`config.mk`:
```
export PLATFORM = sky130hd
export DESIGN_NAME = cpu_instruction_timing_decode
export DESIGN_NICKNAME = d
export VERILOG_FILES = /design/src/dec_pkg.sv /design/src/cpu_decode_if.sv /design/src/cpu_instruction_timing_decode.sv /design/src/cpu_opcode_table.sv /design/src/cpu_operand_address.sv
export VERILOG_INCLUDE_DIRS = /design/src
export SDC_FILE = /design/constraint.sdc
export NUM_CORES = 1
export LEC_CHECK = 0
export BUFFER_PORTS_ARGS = -buffer_cell sky130_fd_sc_hd__buf_4
export CAP_MARGIN = 5
export CORE_MARGIN = 3
export CORE_UTILIZATION = 49
export DETAILED_ROUTE_END_ITERATION = 7
export HOLD_SLACK_MARGIN = 0.08
export PLACE_DENSITY = 0.78
export SYNTH_ARGS = -nofsm -noshare
export SYNTH_HDL_FRONTEND = slang
export SYNTH_SLANG_ARGS = --single-unit
```
`constraint.sdc`:
```
create_clock -name clk -period 1.87 [get_ports clk]
set_clock_uncertainty 0.05 [all_clocks]
set_input_delay 0.2805 -clock clk [delete_from_list [all_inputs] [get_ports clk]]
set_output_delay 0.2805 -clock clk [all_outputs]
set_load 0.01 [all_outputs]
```
`src/cpu_timing_defs.svh`:
```
// Constants for the instruction timing decode block
`ifndef CPU_TIMING_DEFS_SVH
`define CPU_TIMING_DEFS_SVH
// ==========================================================================
// Byte lengths and clock counts
`define LEN_1 2'h1
`define LEN_2 2'h2
`define LEN_3 2'h3
`define CYC_1 3'h1
`define CYC_2 3'h2
`define CYC_3 3'h3
`define CYC_4 3'h4
`define CYC_5 3'h5
`define TAKEN_EXTRA 3'h1
// ==========================================================================
// Field positions
`define BANK_SEL_LSB 3
`define BANK_SEL_MSB 4
`define SPECIAL_SEL_BIT 7
`define PAGE_LSB 11
// ==========================================================================
// Single opcodes
`define OP_NOP 8'h00
`define OP_NOP_ALIAS 8'hA5
`define OP_MOV_DIR_DIR 8'h85
`define OP_MOV_DIR_IMM 8'h75
`define OP_LOAD_POINTER 8'h90
`define OP_CODE_READ_PC 8'h83
`define OP_CODE_READ_PTR 8'h93
`define OP_EXT_READ_PTR 8'hE0
`define OP_NIBBLE_XCHG 8'hD6
`define OP_CLR_CARRY 8'hC3
`define OP_CLR_BIT 8'hC2
`define OP_AND_CARRY_BIT 8'h82
`define OP_JUMP_CARRY 8'h40
`define OP_BIT_JUMP_CLR 8'h10
`define OP_FAR_CALL 8'h12
`define OP_FAR_JUMP 8'h02
`define OP_RETURN 8'h22
`define OP_INT_RETURN 8'h32
`define OP_SHORT_JUMP 8'h80
`define OP_JUMP_INDIR 8'h73
`define OP_COMPARE_IND 8'hB6
`define OP_DEC_JUMP_DIR 8'hD5
`endif

```
`src/dec_pkg.sv`:
```
// Types shared by the instruction timing decode modules
package dec_pkg;
  // ========================================================================
  // Branch target source
  typedef enum logic [2:0] {
    J_NONE, J_REL1, J_REL2, J_PAGE, J_FAR, J_INDIR, J_RET
  } jump_e;
  typedef enum logic [1:0] {SP_DATA, SP_CODE, SP_EXT} space_e;
  typedef enum logic [1:0] {ST_IDLE = 2'h1, ST_BUSY = 2'h2} state_e;
  typedef struct packed {
    logic       known;
    logic [1:0] len;
    logic [2:0] base;
    logic       cond;
    jump_e      jump;
    logic       direct;
  } decode_s;
endpackage

```
`src/cpu_decode_if.sv`:
```
// Opcode and decoded class shared between table and operand logic
`timescale 1ns/100ps
interface cpu_decode_if;
  logic [7:0]       opcode;
  dec_pkg::decode_s info;
  modport table_mp (input opcode, output info);
  modport reader (input opcode, input info);
endinterface // cpu_decode_if

```
`src/cpu_instruction_timing_decode.sv`:
```
// Instruction length, cycle stall and operand decode for the core
`timescale 1ns/100ps
`include "cpu_timing_defs.svh"
// Functional notes
// RL1: Accumulator-bank moves 1/1, load/store 2/2
// RL2: Direct-direct and immediate-direct moves 3/3
// RL3: Internal indirect single-byte forms take two cycles
// RL4: Data pointer immediate load 3 bytes 3 cycles
// RL5: Both code reads one byte three cycles
// RL6: All external data moves one byte three cycles
// RL7: Nibble exchange swaps low nibbles only
// RL8: Carry ops 1/1, direct bit ops 2/2
// RL9: Carry AND/OR with bit 2/2 into carry
// RL10: Carry/zero jumps two cycles, taken three
// RL11: Bit jumps 3/4; clear variant clears set bit
// RL12: Page call 2/3, far call 3/4
// RL13: Both returns one byte five cycles
// RL14: Page/short/indirect jump 3, far jump 4
// RL15: Compare jump 3/4, indirect form 4/5
// RL16: Decrement jump bank 2/3, direct 3/4
// RL17: No-op and unused opcode both 1/1
// RL18: Relative target is next address plus signed
// RL19: Page target keeps upper next-address bits
// RL20: Direct low half RAM, high half special
// RL21: Index registers 0/1, bank registers 0-7
// RL22: Separate program and data spaces by type
// RL23: Status bits 3-4 select register bank
// RL24: High indirect reaches RAM, direct special space
// RL25: Issue stalls until cycle count elapses
module cpu_instruction_timing_decode (
  input  wire logic        clk,           // 50 MHz system clock
  input  wire logic        rst_n,         // Async reset, active low
  input  wire logic        issueValid,    // Instruction offered
  input  wire logic [7:0]  opcode,        // Opcode byte
  input  wire logic [7:0]  operand1,      // First operand byte
  input  wire logic [7:0]  operand2,      // Second operand byte
  input  wire logic [15:0] nextPc,        // Next instruction address
  input  wire logic        branchCond,    // Branch condition true
  input  wire logic [7:0]  accValue,      // Accumulator
  input  wire logic [15:0] dataPointer,   // Data pointer
  input  wire logic [7:0]  indexValue,    // Selected index register
  input  wire logic [7:0]  memValue,      // Indirect data byte
  input  wire logic [7:0]  programStatus, // Status word
  output logic             issueReady,    // Can take an instruction
  output logic             execValid,     // Decode result pulse
  output logic [1:0]       instrLength,   // Byte length
  output logic [2:0]       cycleCount,    // Cycles incl. taken branch
  output logic             branchTaken,   // Program counter reloads
  output logic [15:0]      targetPc,      // Branch target
  output logic [7:0]       regAddr,       // Register file address
  output logic [7:0]       dataAddr,      // Internal data address
  output logic             specialSelect, // Special register space
  output logic             indirectAccess, // Indirect data access
  output logic [1:0]       memSpace,      // 0 data, 1 code, 2 ext
  output logic [15:0]      memAddr,       // Code or external address
  output logic             knownOpcode,   // Opcode in decoded set
  output logic             clearBitReq,   // Clear tested bit pulse
  output logic [7:0]       nibbleAcc,     // Accumulator after swap
  output logic [7:0]       nibbleMem      // Memory byte after swap
);
  cpu_decode_if dec ();
  dec_pkg::state_e state_q;
  logic [2:0]      waitCnt_q;
  logic [2:0]      cycles;
  logic            taken;
  logic            accept;
  logic [15:0]     tgt;
  logic [7:0]      rAddr;
  logic [7:0]      dAddr;
  logic            spSel;
  logic            ind;
  dec_pkg::space_e space;
  logic [15:0]     mAddr;

  // ========================================================================
  // Decode submodules
  assign dec.opcode = opcode;

  cpu_opcode_table u_table (
    .dec (dec)
  );

  cpu_operand_address u_addr (
    .dec           (dec),
    .operand1      (operand1),
    .operand2      (operand2),
    .nextPc        (nextPc),
    .accValue      (accValue),
    .dataPointer   (dataPointer),
    .indexValue    (indexValue),
    .programStatus (programStatus),
    .targetPc      (tgt),
    .regAddr       (rAddr),
    .dataAddr      (dAddr),
    .specialSelect (spSel),
    .indirect      (ind),
    .space         (space),
    .memAddr       (mAddr)
  );

  // ========================================================================
  // Taken decision and cycle count
  assign accept = issueValid && issueReady;
  // Unconditional transfers always reload, conditional ones on branchCond
  assign taken = (dec.info.jump != dec_pkg::J_NONE) &&
                 (!dec.info.cond || branchCond);
  assign cycles = dec.info.base +
                  ((dec.info.cond && branchCond) ? `TAKEN_EXTRA : 3'h0);
  // see RL10 see RL11 see RL15 see RL16

  // ========================================================================
  // Issue stall: next accept exactly cycleCount clocks after this one
  always_ff @(posedge clk or negedge rst_n) begin
    if (!rst_n) begin
      state_q    <= dec_pkg::ST_IDLE;
      waitCnt_q  <= 3'h0;
      issueReady <= 1'h1;
    end else begin
      case (state_q)
        dec_pkg::ST_IDLE: begin
          if (accept && cycles != `CYC_1) begin // see RL25
            state_q    <= dec_pkg::ST_BUSY;
            waitCnt_q  <= 3'(cycles - `CYC_1);
            issueReady <= 1'h0;
          end
        end
        dec_pkg::ST_BUSY: begin
          waitCnt_q <= 3'(waitCnt_q - 3'h1);
          if (waitCnt_q == 3'h1) begin // see RL25
            state_q    <= dec_pkg::ST_IDLE;
            issueReady <= 1'h1;
          end
        end
        default: begin
          state_q    <= dec_pkg::ST_IDLE;
          waitCnt_q  <= 3'h0;
          issueReady <= 1'h1;
        end
      endcase
    end
  end

  // ========================================================================
  // Decoded results, held until the next accepted instruction
  always_ff @(posedge clk or negedge rst_n) begin
    if (!rst_n) begin
      instrLength    <= `LEN_1;
      cycleCount     <= `CYC_1;
      branchTaken    <= 1'h0;
      targetPc       <= 16'h0000;
      regAddr        <= 8'h00;
      dataAddr       <= 8'h00;
      specialSelect  <= 1'h0;
      indirectAccess <= 1'h0;
      memSpace       <= 2'h0;
      memAddr        <= 16'h0000;
      knownOpcode    <= 1'h0;
    end else if (accept) begin
      instrLength    <= dec.info.len;
      cycleCount     <= cycles; // see RL25
      branchTaken    <= taken;
      targetPc       <= tgt; // see RL18 see RL19
      regAddr        <= rAddr; // see RL21 see RL23
      dataAddr       <= dAddr;
      specialSelect  <= spSel; // see RL20 see RL24
      indirectAccess <= ind;
      memSpace       <= space; // see RL22
      memAddr        <= mAddr;
      knownOpcode    <= dec.info.known;
    end
  end

  // ========================================================================
  // One-cycle strobes
  always_ff @(posedge clk or negedge rst_n) begin
    if (!rst_n) begin
      execValid   <= 1'h0;
      clearBitReq <= 1'h0;
    end else begin
      execValid   <= accept;
      // Clear only when the tested bit was set, i.e. the jump is taken
      clearBitReq <= accept && opcode == `OP_BIT_JUMP_CLR &&
                     branchCond; // see RL11
    end
  end

  // ========================================================================
  // Nibble exchange data path; other bytes pass untouched
  always_ff @(posedge clk or negedge rst_n) begin
    if (!rst_n) begin
      nibbleAcc <= 8'h00;
      nibbleMem <= 8'h00;
    end else if (accept && opcode[7:1] == 7'h6B) begin
      nibbleAcc <= {accValue[7:4], memValue[3:0]}; // see RL7
      nibbleMem <= {memValue[7:4], accValue[3:0]};
    end
  end
endmodule // cpu_instruction_timing_decode

```
`src/cpu_opcode_table.sv`:
```
// Opcode to byte length, cycle count and branch class table
`timescale 1ns/100ps
`include "cpu_timing_defs.svh"
module cpu_opcode_table (
  cpu_decode_if.table_mp dec // Opcode in, class out
);
  function automatic dec_pkg::decode_s mk(input logic [1:0] len,
      input logic [2:0] cyc, input logic cond,
      input dec_pkg::jump_e jmp, input logic dir);
    mk = '{known: 1'h1, len: len, base: cyc, cond: cond, jump: jmp,
           direct: dir};
  endfunction

  // ========================================================================
  // Decode table
  always_comb begin
    dec.info = '{known: 1'h0, len: `LEN_1, base: `CYC_1, cond: 1'h0,
                 jump: dec_pkg::J_NONE, direct: 1'h0};
    casez (dec.opcode)
      8'b111?_1???, 8'b1100_1???, `OP_CLR_CARRY, 8'hD3, 8'hB3, `OP_NOP,
      `OP_NOP_ALIAS: begin // see RL1 see RL8 see RL17
        dec.info = mk(`LEN_1, `CYC_1, 1'h0, dec_pkg::J_NONE, 1'h0);
      end
      8'hE5, 8'hF5, 8'b1000_1???, 8'b1010_1???, 8'b10?0_011?, 8'hC5,
      8'hC0, 8'hD0, `OP_CLR_BIT, 8'hD2, 8'hB2, `OP_AND_CARRY_BIT, 8'hB0,
      8'h72, 8'hA0, 8'hA2, 8'h92: begin // see RL1 see RL8 see RL9
        dec.info = mk(`LEN_2, `CYC_2, 1'h0, dec_pkg::J_NONE, 1'h1);
      end
      8'h74, 8'b0111_1???, 8'b0111_011?: begin // see RL1
        dec.info = mk(`LEN_2, `CYC_2, 1'h0, dec_pkg::J_NONE, 1'h0);
      end
      8'b11??_011?: begin // see RL3 see RL7
        dec.info = mk(`LEN_1, `CYC_2, 1'h0, dec_pkg::J_NONE, 1'h0);
      end
      `OP_MOV_DIR_DIR, `OP_MOV_DIR_IMM: begin // see RL2
        dec.info = mk(`LEN_3, `CYC_3, 1'h0, dec_pkg::J_NONE, 1'h1);
      end
      `OP_LOAD_POINTER: begin // see RL4
        dec.info = mk(`LEN_3, `CYC_3, 1'h0, dec_pkg::J_NONE, 1'h0);
      end
      `OP_CODE_READ_PC, `OP_CODE_READ_PTR, 8'b111?_0000,
      8'b111?_001?: begin // see RL5 see RL6
        dec.info = mk(`LEN_1, `CYC_3, 1'h0, dec_pkg::J_NONE, 1'h0);
      end
      `OP_JUMP_CARRY, 8'h50, 8'h60, 8'h70, 8'b1101_1???: begin // see RL10
        dec.info = mk(`LEN_2, `CYC_2, 1'h1, dec_pkg::J_REL1, 1'h0);
      end
      `OP_SHORT_JUMP: begin // see RL14
        dec.info = mk(`LEN_2, `CYC_3, 1'h0, dec_pkg::J_REL1, 1'h0);
      end
      `OP_BIT_JUMP_CLR, 8'h20, 8'h30, 8'hB5, `OP_DEC_JUMP_DIR: begin
        dec.info = mk(`LEN_3, `CYC_3, 1'h1, dec_pkg::J_REL2, 1'h1);
      end // see RL11 see RL15 see RL16
      8'hB4, 8'b1011_1???: begin // see RL15
        dec.info = mk(`LEN_3, `CYC_3, 1'h1, dec_pkg::J_REL2, 1'h0);
      end
      8'b1011_011?: begin // see RL15
        dec.info = mk(`LEN_3, `CYC_4, 1'h1, dec_pkg::J_REL2, 1'h0);
      end
      8'b????_0001: begin // see RL12 see RL14
        dec.info = mk(`LEN_2, `CYC_3, 1'h0, dec_pkg::J_PAGE, 1'h0);
      end
      `OP_FAR_JUMP, `OP_FAR_CALL: begin // see RL12 see RL14
        dec.info = mk(`LEN_3, `CYC_4, 1'h0, dec_pkg::J_FAR, 1'h0);
      end
      `OP_RETURN, `OP_INT_RETURN: begin // see RL13
        dec.info = mk(`LEN_1, `CYC_5, 1'h0, dec_pkg::J_RET, 1'h0);
      end
      `OP_JUMP_INDIR: begin // see RL14
        dec.info = mk(`LEN_1, `CYC_3, 1'h0, dec_pkg::J_INDIR, 1'h0);
      end
      default: begin
      end
    endcase
  end
endmodule // cpu_opcode_table

```
`src/cpu_operand_address.sv`:
```
// Operand addresses, memory space and branch target generation
`timescale 1ns/100ps
`include "cpu_timing_defs.svh"
module cpu_operand_address (
  cpu_decode_if.reader    dec,           // Opcode and class
  input  wire logic [7:0]  operand1,      // First operand byte
  input  wire logic [7:0]  operand2,      // Second operand byte
  input  wire logic [15:0] nextPc,        // Next instruction address
  input  wire logic [7:0]  accValue,      // Accumulator
  input  wire logic [15:0] dataPointer,   // Data pointer
  input  wire logic [7:0]  indexValue,    // Selected index register
  input  wire logic [7:0]  programStatus, // Status word
  output logic [15:0]      targetPc,      // Branch target
  output logic [7:0]       regAddr,       // Register file address
  output logic [7:0]       dataAddr,      // Internal data address
  output logic             specialSelect, // Special register space
  output logic             indirect,      // Indirect access
  output dec_pkg::space_e  space,         // Memory space
  output logic [15:0]      memAddr        // Code or external address
);
  logic [1:0] bankSel;
  logic [7:0] rel;
  // ========================================================================
  // Space selection by instruction type, not by address
  assign space = (dec.opcode == `OP_CODE_READ_PC ||
                  dec.opcode == `OP_CODE_READ_PTR) ? dec_pkg::SP_CODE :
                 (dec.opcode[7:5] == 3'h7 && dec.opcode[3:2] == 2'h0 &&
                  dec.opcode[1:0] != 2'h1) ? dec_pkg::SP_EXT :
                 dec_pkg::SP_DATA; // see RL22
  assign indirect = dec.info.known && (dec.opcode[3:1] == 3'h3 ||
                    (space == dec_pkg::SP_EXT && dec.opcode[1]));
  assign bankSel = programStatus[`BANK_SEL_MSB:`BANK_SEL_LSB]; // see RL23
  // Only the first two registers of a bank act as pointers
  assign regAddr = indirect ? {3'h0, bankSel, 2'h0, dec.opcode[0]} :
                   {3'h0, bankSel, dec.opcode[2:0]}; // see RL21
  // Above the low half, direct reaches special registers, indirect RAM
  assign dataAddr = indirect ? indexValue : operand1; // see RL24
  assign specialSelect = dec.info.direct && !indirect &&
                         operand1[`SPECIAL_SEL_BIT]; // see RL20
  assign memAddr = (space == dec_pkg::SP_CODE) ?
                   16'(accValue + (dec.opcode[4] ? dataPointer : nextPc)) :
                   (dec.opcode[1] ? {8'h00, indexValue} : dataPointer);
  // ========================================================================
  // Branch targets
  assign rel = (dec.info.jump == dec_pkg::J_REL1) ? operand1 : operand2;
  always_comb begin
    case (dec.info.jump)
      dec_pkg::J_REL1, dec_pkg::J_REL2: begin
        targetPc = 16'(nextPc + {{8{rel[7]}}, rel}); // see RL18
      end
      dec_pkg::J_PAGE: begin
        targetPc = {nextPc[15:`PAGE_LSB], dec.opcode[7:5], operand1};
      end // see RL19
      dec_pkg::J_FAR: begin
        targetPc = {operand1, operand2};
      end
      dec_pkg::J_INDIR: begin
        targetPc = 16'(dataPointer + {8'h00, accValue});
      end
      default: begin
        targetPc = nextPc;
      end
    endcase
  end
endmodule // cpu_operand_address

```
## Word level (Yosys, flattened, before mapping)

Cells that the tools add are included.

- Bits in registers: 80
- Output and inout port bits: 78
- Logic and storage cells: 147

- Add/subtract/negate cells: 6
- Equal/unequal tests: 71
- Mux-type cells: 19
- Reductions and logical operators: 33

Operators by type and width:

| kind | count |
|---|---|
| $eq 8x8->1 const B | 25 |
| $pmux 11 s16 | 1 |
| $eq 8x7->1 const B | 8 |
| $pmux 16 s4 | 1 |
| $mux 16 | 3 |
| $eq 8x6->1 const B | 4 |
| $eq 5x5->1 const B | 6 |
| $eq 7x7->1 const B | 3 |
| $reduce_or 17->1 | 1 |
| $add 16x16->16 | 1 |
| $add 16x8->16 | 1 |
| $add 8x16->16 | 1 |
| $eq 8x5->1 const B | 2 |
| $mux 8 | 2 |
| $logic_and 1x1->1 | 13 |
| $eq 6x6->1 const B | 2 |
| $reduce_or 2->1 | 5 |
| $reduce_or 5->1 | 2 |
| $eq 3x2->1 const B | 3 |
| $eq 3x3->1 const B | 3 |
| $eq 8x2->1 const B | 1 |
| $logic_not 8->1 | 1 |
| $mux 2 | 4 |
| $eq 7x6->1 const B | 1 |
| 24 further kinds | 35 |

## Depth between registers and ports, before layout

- Word-level depth: 12
- Depth in mapped cells: 17
- Gate-level depth less buffers: 15

## By module

A second synthesis with hierarchy kept.

- Cells, all modules: 831
- Area total of the unflattened synthesis: 7519.7 um^2

Modules (own cells, without submodules):

| module | times used | cells an instance | area each (um^2) |
|---|---|---|---|
| cpu_operand_address | 1 | 513 | 3483.3 |
| cpu_instruction_timing_decode | 1 | 217 | 3362.0 |
| cpu_opcode_table | 1 | 101 | 674.4 |

## Least setup slack after synthesis

OpenSTA, ideal clock, no wires.

- Kind: input to register
- Start point: in opcode[0]
- End point: reg targetPc[8]
- Library setup time: 0.129 ns
- Arrival time: 3.550 ns
- Setup slack: -1.858 ns
- Stages: 14
- Path through: buf_2 or4_4 nor3_1 nor2_1 mux2_2 ha_1 fa_1 a21o_1 and4_1 or2_2 a31oi_1 xnor2_1 a221oi_1 a21oi_1

- Word-level cells in the longest chain between the ends: 7
- Elaborated cells between the ends (all ways): 63

RTL lines:

| item | line | text |
|---|---|---|
| start, declared | cpu_instruction_timing_decode.sv:34 | `input wire logic [7:0] opcode,` |
| $eq 8x8->1 (tied with other cells) | cpu_opcode_table.sv:19 | `casez (dec.opcode)` |
| $reduce_or 17->1 (tied with other cells) | cpu_opcode_table.sv:19 |  |
| $pmux 11 s16 (*) | cpu_opcode_table.sv:19 |  |
| $eq 3x1->1 | cpu_operand_address.sv:45, cpu_operand_address.sv:47 |  |
| $mux 8 | cpu_operand_address.sv:45 | `assign rel = (dec.info.jump == dec_pkg::J_REL1) ? operand1 : operand2;` |
| $add 16x16->16 | cpu_operand_address.sv:49 | `targetPc = 16'(nextPc + {{8{rel[7]}}, rel});` |
| $pmux 16 s4 (*) | cpu_operand_address.sv:47 | `case (dec.info.jump)` |
| end signal, assigned | cpu_instruction_timing_decode.sv:162 | `targetPc <= tgt;` |
| end, declared | cpu_instruction_timing_decode.sv:49 | `output logic [15:0] targetPc,` |

Mark *: on every way between the ends. The rest lies on a longest branch, timed or not.
A chain may end at the register's enable or synchronous reset.

## Final worst setup path

- Start point: in opcode[3]
- End point: reg targetPc[5]

- Word-level cells in the longest chain between the ends: 7
- Elaborated cells between the ends (all ways): 75

RTL lines:

| item | line |
|---|---|
| $eq 8x8->1 (tied with other cells) | cpu_opcode_table.sv:19 |
| $reduce_or 17->1 (tied with other cells) | cpu_opcode_table.sv:19 |
| $pmux 11 s16 (*) | cpu_opcode_table.sv:19 |
| $eq 3x1->1 | cpu_operand_address.sv:45, cpu_operand_address.sv:47 |
| $mux 8 | cpu_operand_address.sv:45 |
| $add 16x16->16 | cpu_operand_address.sv:49 |
| $pmux 16 s4 (*) | cpu_operand_address.sv:47 |

Marked as above.

==> metrics.md <==
| Metric | Value |
|---|---|
| Number of global-route vias before repair | `8,284` |
| Required time worst endpoint | `2.07 ns` |
| Number of standard cells after synthesis | `741` |
| Total core area | `0.01272 mm^2` |
| DRT antenna net count | `0` |
| Tmin final | `3.278 ns` |
| Final setup slack of the worst path | `-1.408 ns` |
| Largest stage delay, worst path | `0.59 ns` |
| Antenna diode count | `0` |
| Share of final-layout standard cells stronger than drive strength 1 | `53.32%` |
| Violated checks | `negative setup slack` |
| Endpoint with the worst hold slack | `nibbleMem[7]` |
| Overall die height | `120.7 um` |
| First-pass GRT wire length | `44,370 um` |
| Yosys cell types | `70` |
| Number of flops mapped to enable cells by yosys | `0` |
| Fraction of power spent switching nets | `40.33%` |
| Largest fanout on the critical path | `4` |
| Most frequent cell after synthesis | `dfrtp_1` |
| Path category of the worst min-delay check | `in -> reg` |
| CP max-delay cell | `or4_4` |
| Top Usage Layer GRT | `met2` |
| Leak pwr | `5.041 nW` |
| Die outline area | `0.01456 mm^2` |
| Floorplan row count | `41` |
| Status | `finished, violations left` |
| Type of element launching the critical path | `input pin` |
| Clock Path Buffers | `2` |
| Number of sinks handled by clock tree synthesis | `79` |
| Total Power Consumption | `0.01012 W` |
| Hold Path Origin | `memValue[7]` |
| Cell Count, Final, Fillers Out | `1,273` |
| Grt total ovfl | `0` |
| Drt total wl | `31,440 um` |
| Worst Setup SP | `opcode[3]` |
| Critical register-to-register path endpoint | `dataAddr[6]` |
| Sequential cell area fraction in the yosys report | `30.75%` |
| Initial antenna violation count | `0` |
| Via density | `6.626` |
| IR drop worst, VDD | `647.1 uV` |
| Global routing usage on met1 | `46.07%` |
| Clock share of power | `19.4%` |
| Overall via count from detail_route | `8,435` |
| Final GP Congestion | `0.9436` |
| Final Setup Violations | `52` |
| Width of the chip | `120.7 um` |
| Nets | `1,233` |
| Signal arrival time at the worst endpoint | `3.48 ns` |
| Fraction of synthesized cell area taken by the top area cell type | `29.53%` |
| Fraction of met3 tracks used by global routing | `7.203%` |
| HPWL after DPL | `19,730 um` |
| Cell-by-cell listing of the critical path | `buf_8 -> or4_4 -> nor3_4 -> nor2_4 -> buf_6 -> mux2_4 -> ha_4 -> a21o_1 -> nand4_1 -> nand2_2 -> xor2_1 -> a222oi_1 -> o2111ai_1 -> o21a_1` |
| Flop2flop setup slack | `-0.02 ns` |
| Initial cell density of the core | `50.63%` |
| PwrDens | `929.8 mW/mm^2` |
| Worst R2R Start | `state_q[0]` |
| Switching Power | `0.004079 W` |
| Largest net degree at the start of global routing | `45` |
| Mean instance size in the synthesized netlist | `8.693 um^2` |
| Count of boundary I/O pins | `170` |
| Number of max-cap violations | `0` |
| Critical path endpoint category | `register` |
| Warning count from the yosys run | `0` |
| CTS root buf | `clkbuf_16` |
| Placed cell count | `1,212` |
| Internal | `0.006036 W` |
| Unrepaired setup endpoints after global routing | `true` |
| Cell depth of the worst min-delay path | `2` |
| CTS buffer count | `9` |
| # DRC | `0` |
| Syn Std Cell Area | `0.006441 mm^2` |
| Clock transition at the registers of the reported paths | `0.07 ns` |
| Number of synthesized register bits | `79` |
| Average wire length per cell after detail routing | `24.70 um` |
| Fmax | `0.3050 GHz` |
| Number of hold violations in the final report | `0` |
| Max-slew violation total from the final report | `0` |
| Share of synthesized flip-flops with an asynchronous set or reset | `100.0%` |
| Final cell utilization of the core | `85.51%` |
| Most frequently used flop master after synthesis | `dfrtp_1` |
| Synth top area cells | `dfrtp_1, ha_1, mux2_2, nor2_1, nand2_1` |
| Clk Latency, worst-skew pair | `0.36 ns` |
| GR Layer Usage met2 | `66.19%` |
| Length in cells of the worst reg-to-reg path | `6` |
| Final cycle utilization of the critical path | `175.3%` |
| CTS H-tree depth | `3` |
| Drt initial violations | `1,034` |
| Global router's overall resource usage | `38.80%` |
| Classification of the worst setup path | `in -> reg` |
| Pre-antenna DRT Iters | `6` |
| Cell type with the largest total area after synthesis | `dfrtp_1` |
| Top cells by count, synth | `dfrtp_1, nor2_1, nand2_1` |
| Growth of design area from synthesis to finish | `68.90%` |
| Part of the power in registers | `27.9%` |
| CTS tree | `built` |
| Combinational fraction of design power | `52.7%` |
| Buffers on Ports | `160` |
[cell type report]
| class | instances | area (um^2) |
|---|---|---|
| flip-flops and latches | 79 | 1981 |
| repair buffers | 387 | 3162 |
| well taps | 172 | 215.2 |
| multi-input cells | 599 | 5132 |
| fillers | 635 | 1843 |
| inverters | 20 | 80.08 |
| clock buffers | 9 | 225.2 |
| clock inverters | 7 | 83.83 |
[worst max-delay path, delay by kind of cell]
| family | cells | cell delay [ns] |
|---|---|---|
| buffers and inverters | 2 | 0.23 |
| adders and majority gates | 1 | 0.27 |
| and+or+nand+nor | 5 | 1.30 |
| muxes | 1 | 0.32 |
| AOI/OAI and AO/OA | 4 | 0.97 |
| xor gates and xnor gates | 1 | 0.09 |
[how the worst max path moves through the flow]
stage / endpoint / slack (ns)
finish: targetPc[5] / -1.41
global route: targetPc[5] / -1.49
CTS: targetPc[8] / -1.34
detailed placement: waitCnt_q[2] / -1.80
global placement: targetPc[14] / -1.75
floorplan: state_q[1] / -1.70
[registers in the layout, indices dropped and copies added (netlist names)]
name,cells
branchTaken,1
clearBitReq,1
cycleCount,3
dataAddr,8
execValid,1
indirectAccess,1
instrLength,2
knownOpcode,1
memAddr,16
memSpace,2
nibbleAcc,8
nibbleMem,8
regAddr,5
specialSelect,1
state_q,2
targetPc,16
waitCnt_q,3
[metal layers]
metal	wire length (um)	share of wire (%)	vias to the layer above
met2	14730	47	733
met4	2698	8.6	0
met3	3362	11	288
li1	-	-	3460
met5	0	0	-
met1	10650	34	3954
[layout by cell type, fill, tap and decap left out, types with 8 or more instances in the layout]
master	n
a21o_1	9
a21oi_1	29
a21oi_2	9
a31oi_1	13
and3_1	18
buf_4	341
buf_6	29
clkbuf_16	9
dfrtp_1	76
ha_1	18
ha_4	20
inv_1	15
mux2_2	33
mux2i_1	15
nand2_1	59
nand3_1	17
nor2_1	66
nor3_1	20
o21ai_0	16
o21ai_1	11
o21ai_2	13
o221a_1	8
xnor2_1	19
xor2_1	14
[metrics by stage]
step                      worst slack (ns)  cell area [um^2]  hold WS, ns  setup TNS, ns
after global placement              -1.749              9432       0.1506         -60.47
after detailed placement            -1.797              9432       0.1535         -64.45
after CTS                           -1.341             10520      0.09789         -35.38
final                               -1.408             10880      0.09644         -38.95
after global routing                -1.495             10880       0.1061         -42.83
after floorplan                     -1.700              6838     -0.06509         -40.20
[power groups by stage]
stage               Clock [W]  Combinational (W)  Sequential (W)
floorplan                   0            0.00200         0.00297
global placement            0            0.00433         0.00276
detailed placement          0            0.00450         0.00280
CTS                   0.00195            0.00491         0.00278
global route          0.00204            0.00561         0.00286
finish                0.00196            0.00533         0.00282
[cell families (layout without fill, tap and decap cells)]
kind of cell,Yosys count,count (layout),synth area share (%)
and+or+nand+nor,252,253,19.19
other,1,3,0.05822
adders and majority gates,45,45,9.091
AOI/OAI and AO/OA,206,206,22.11
buffers and inverters,66,423,4.429
muxes,56,56,9.479
DFF,79,79,30.75
xor gates and xnor gates,36,36,4.895
[timing repair]
item	4_1_cts	5_1_grt
pin swaps	67	49
setup endpoints to repair	52	55
endpoints found under the hold margin	18	0
buffers inserted	35	11
resized for setup	120	56
gates cloned	1	0
hold buffers	3	0
No activity file was read; power rests on OpenSTA's default activity.
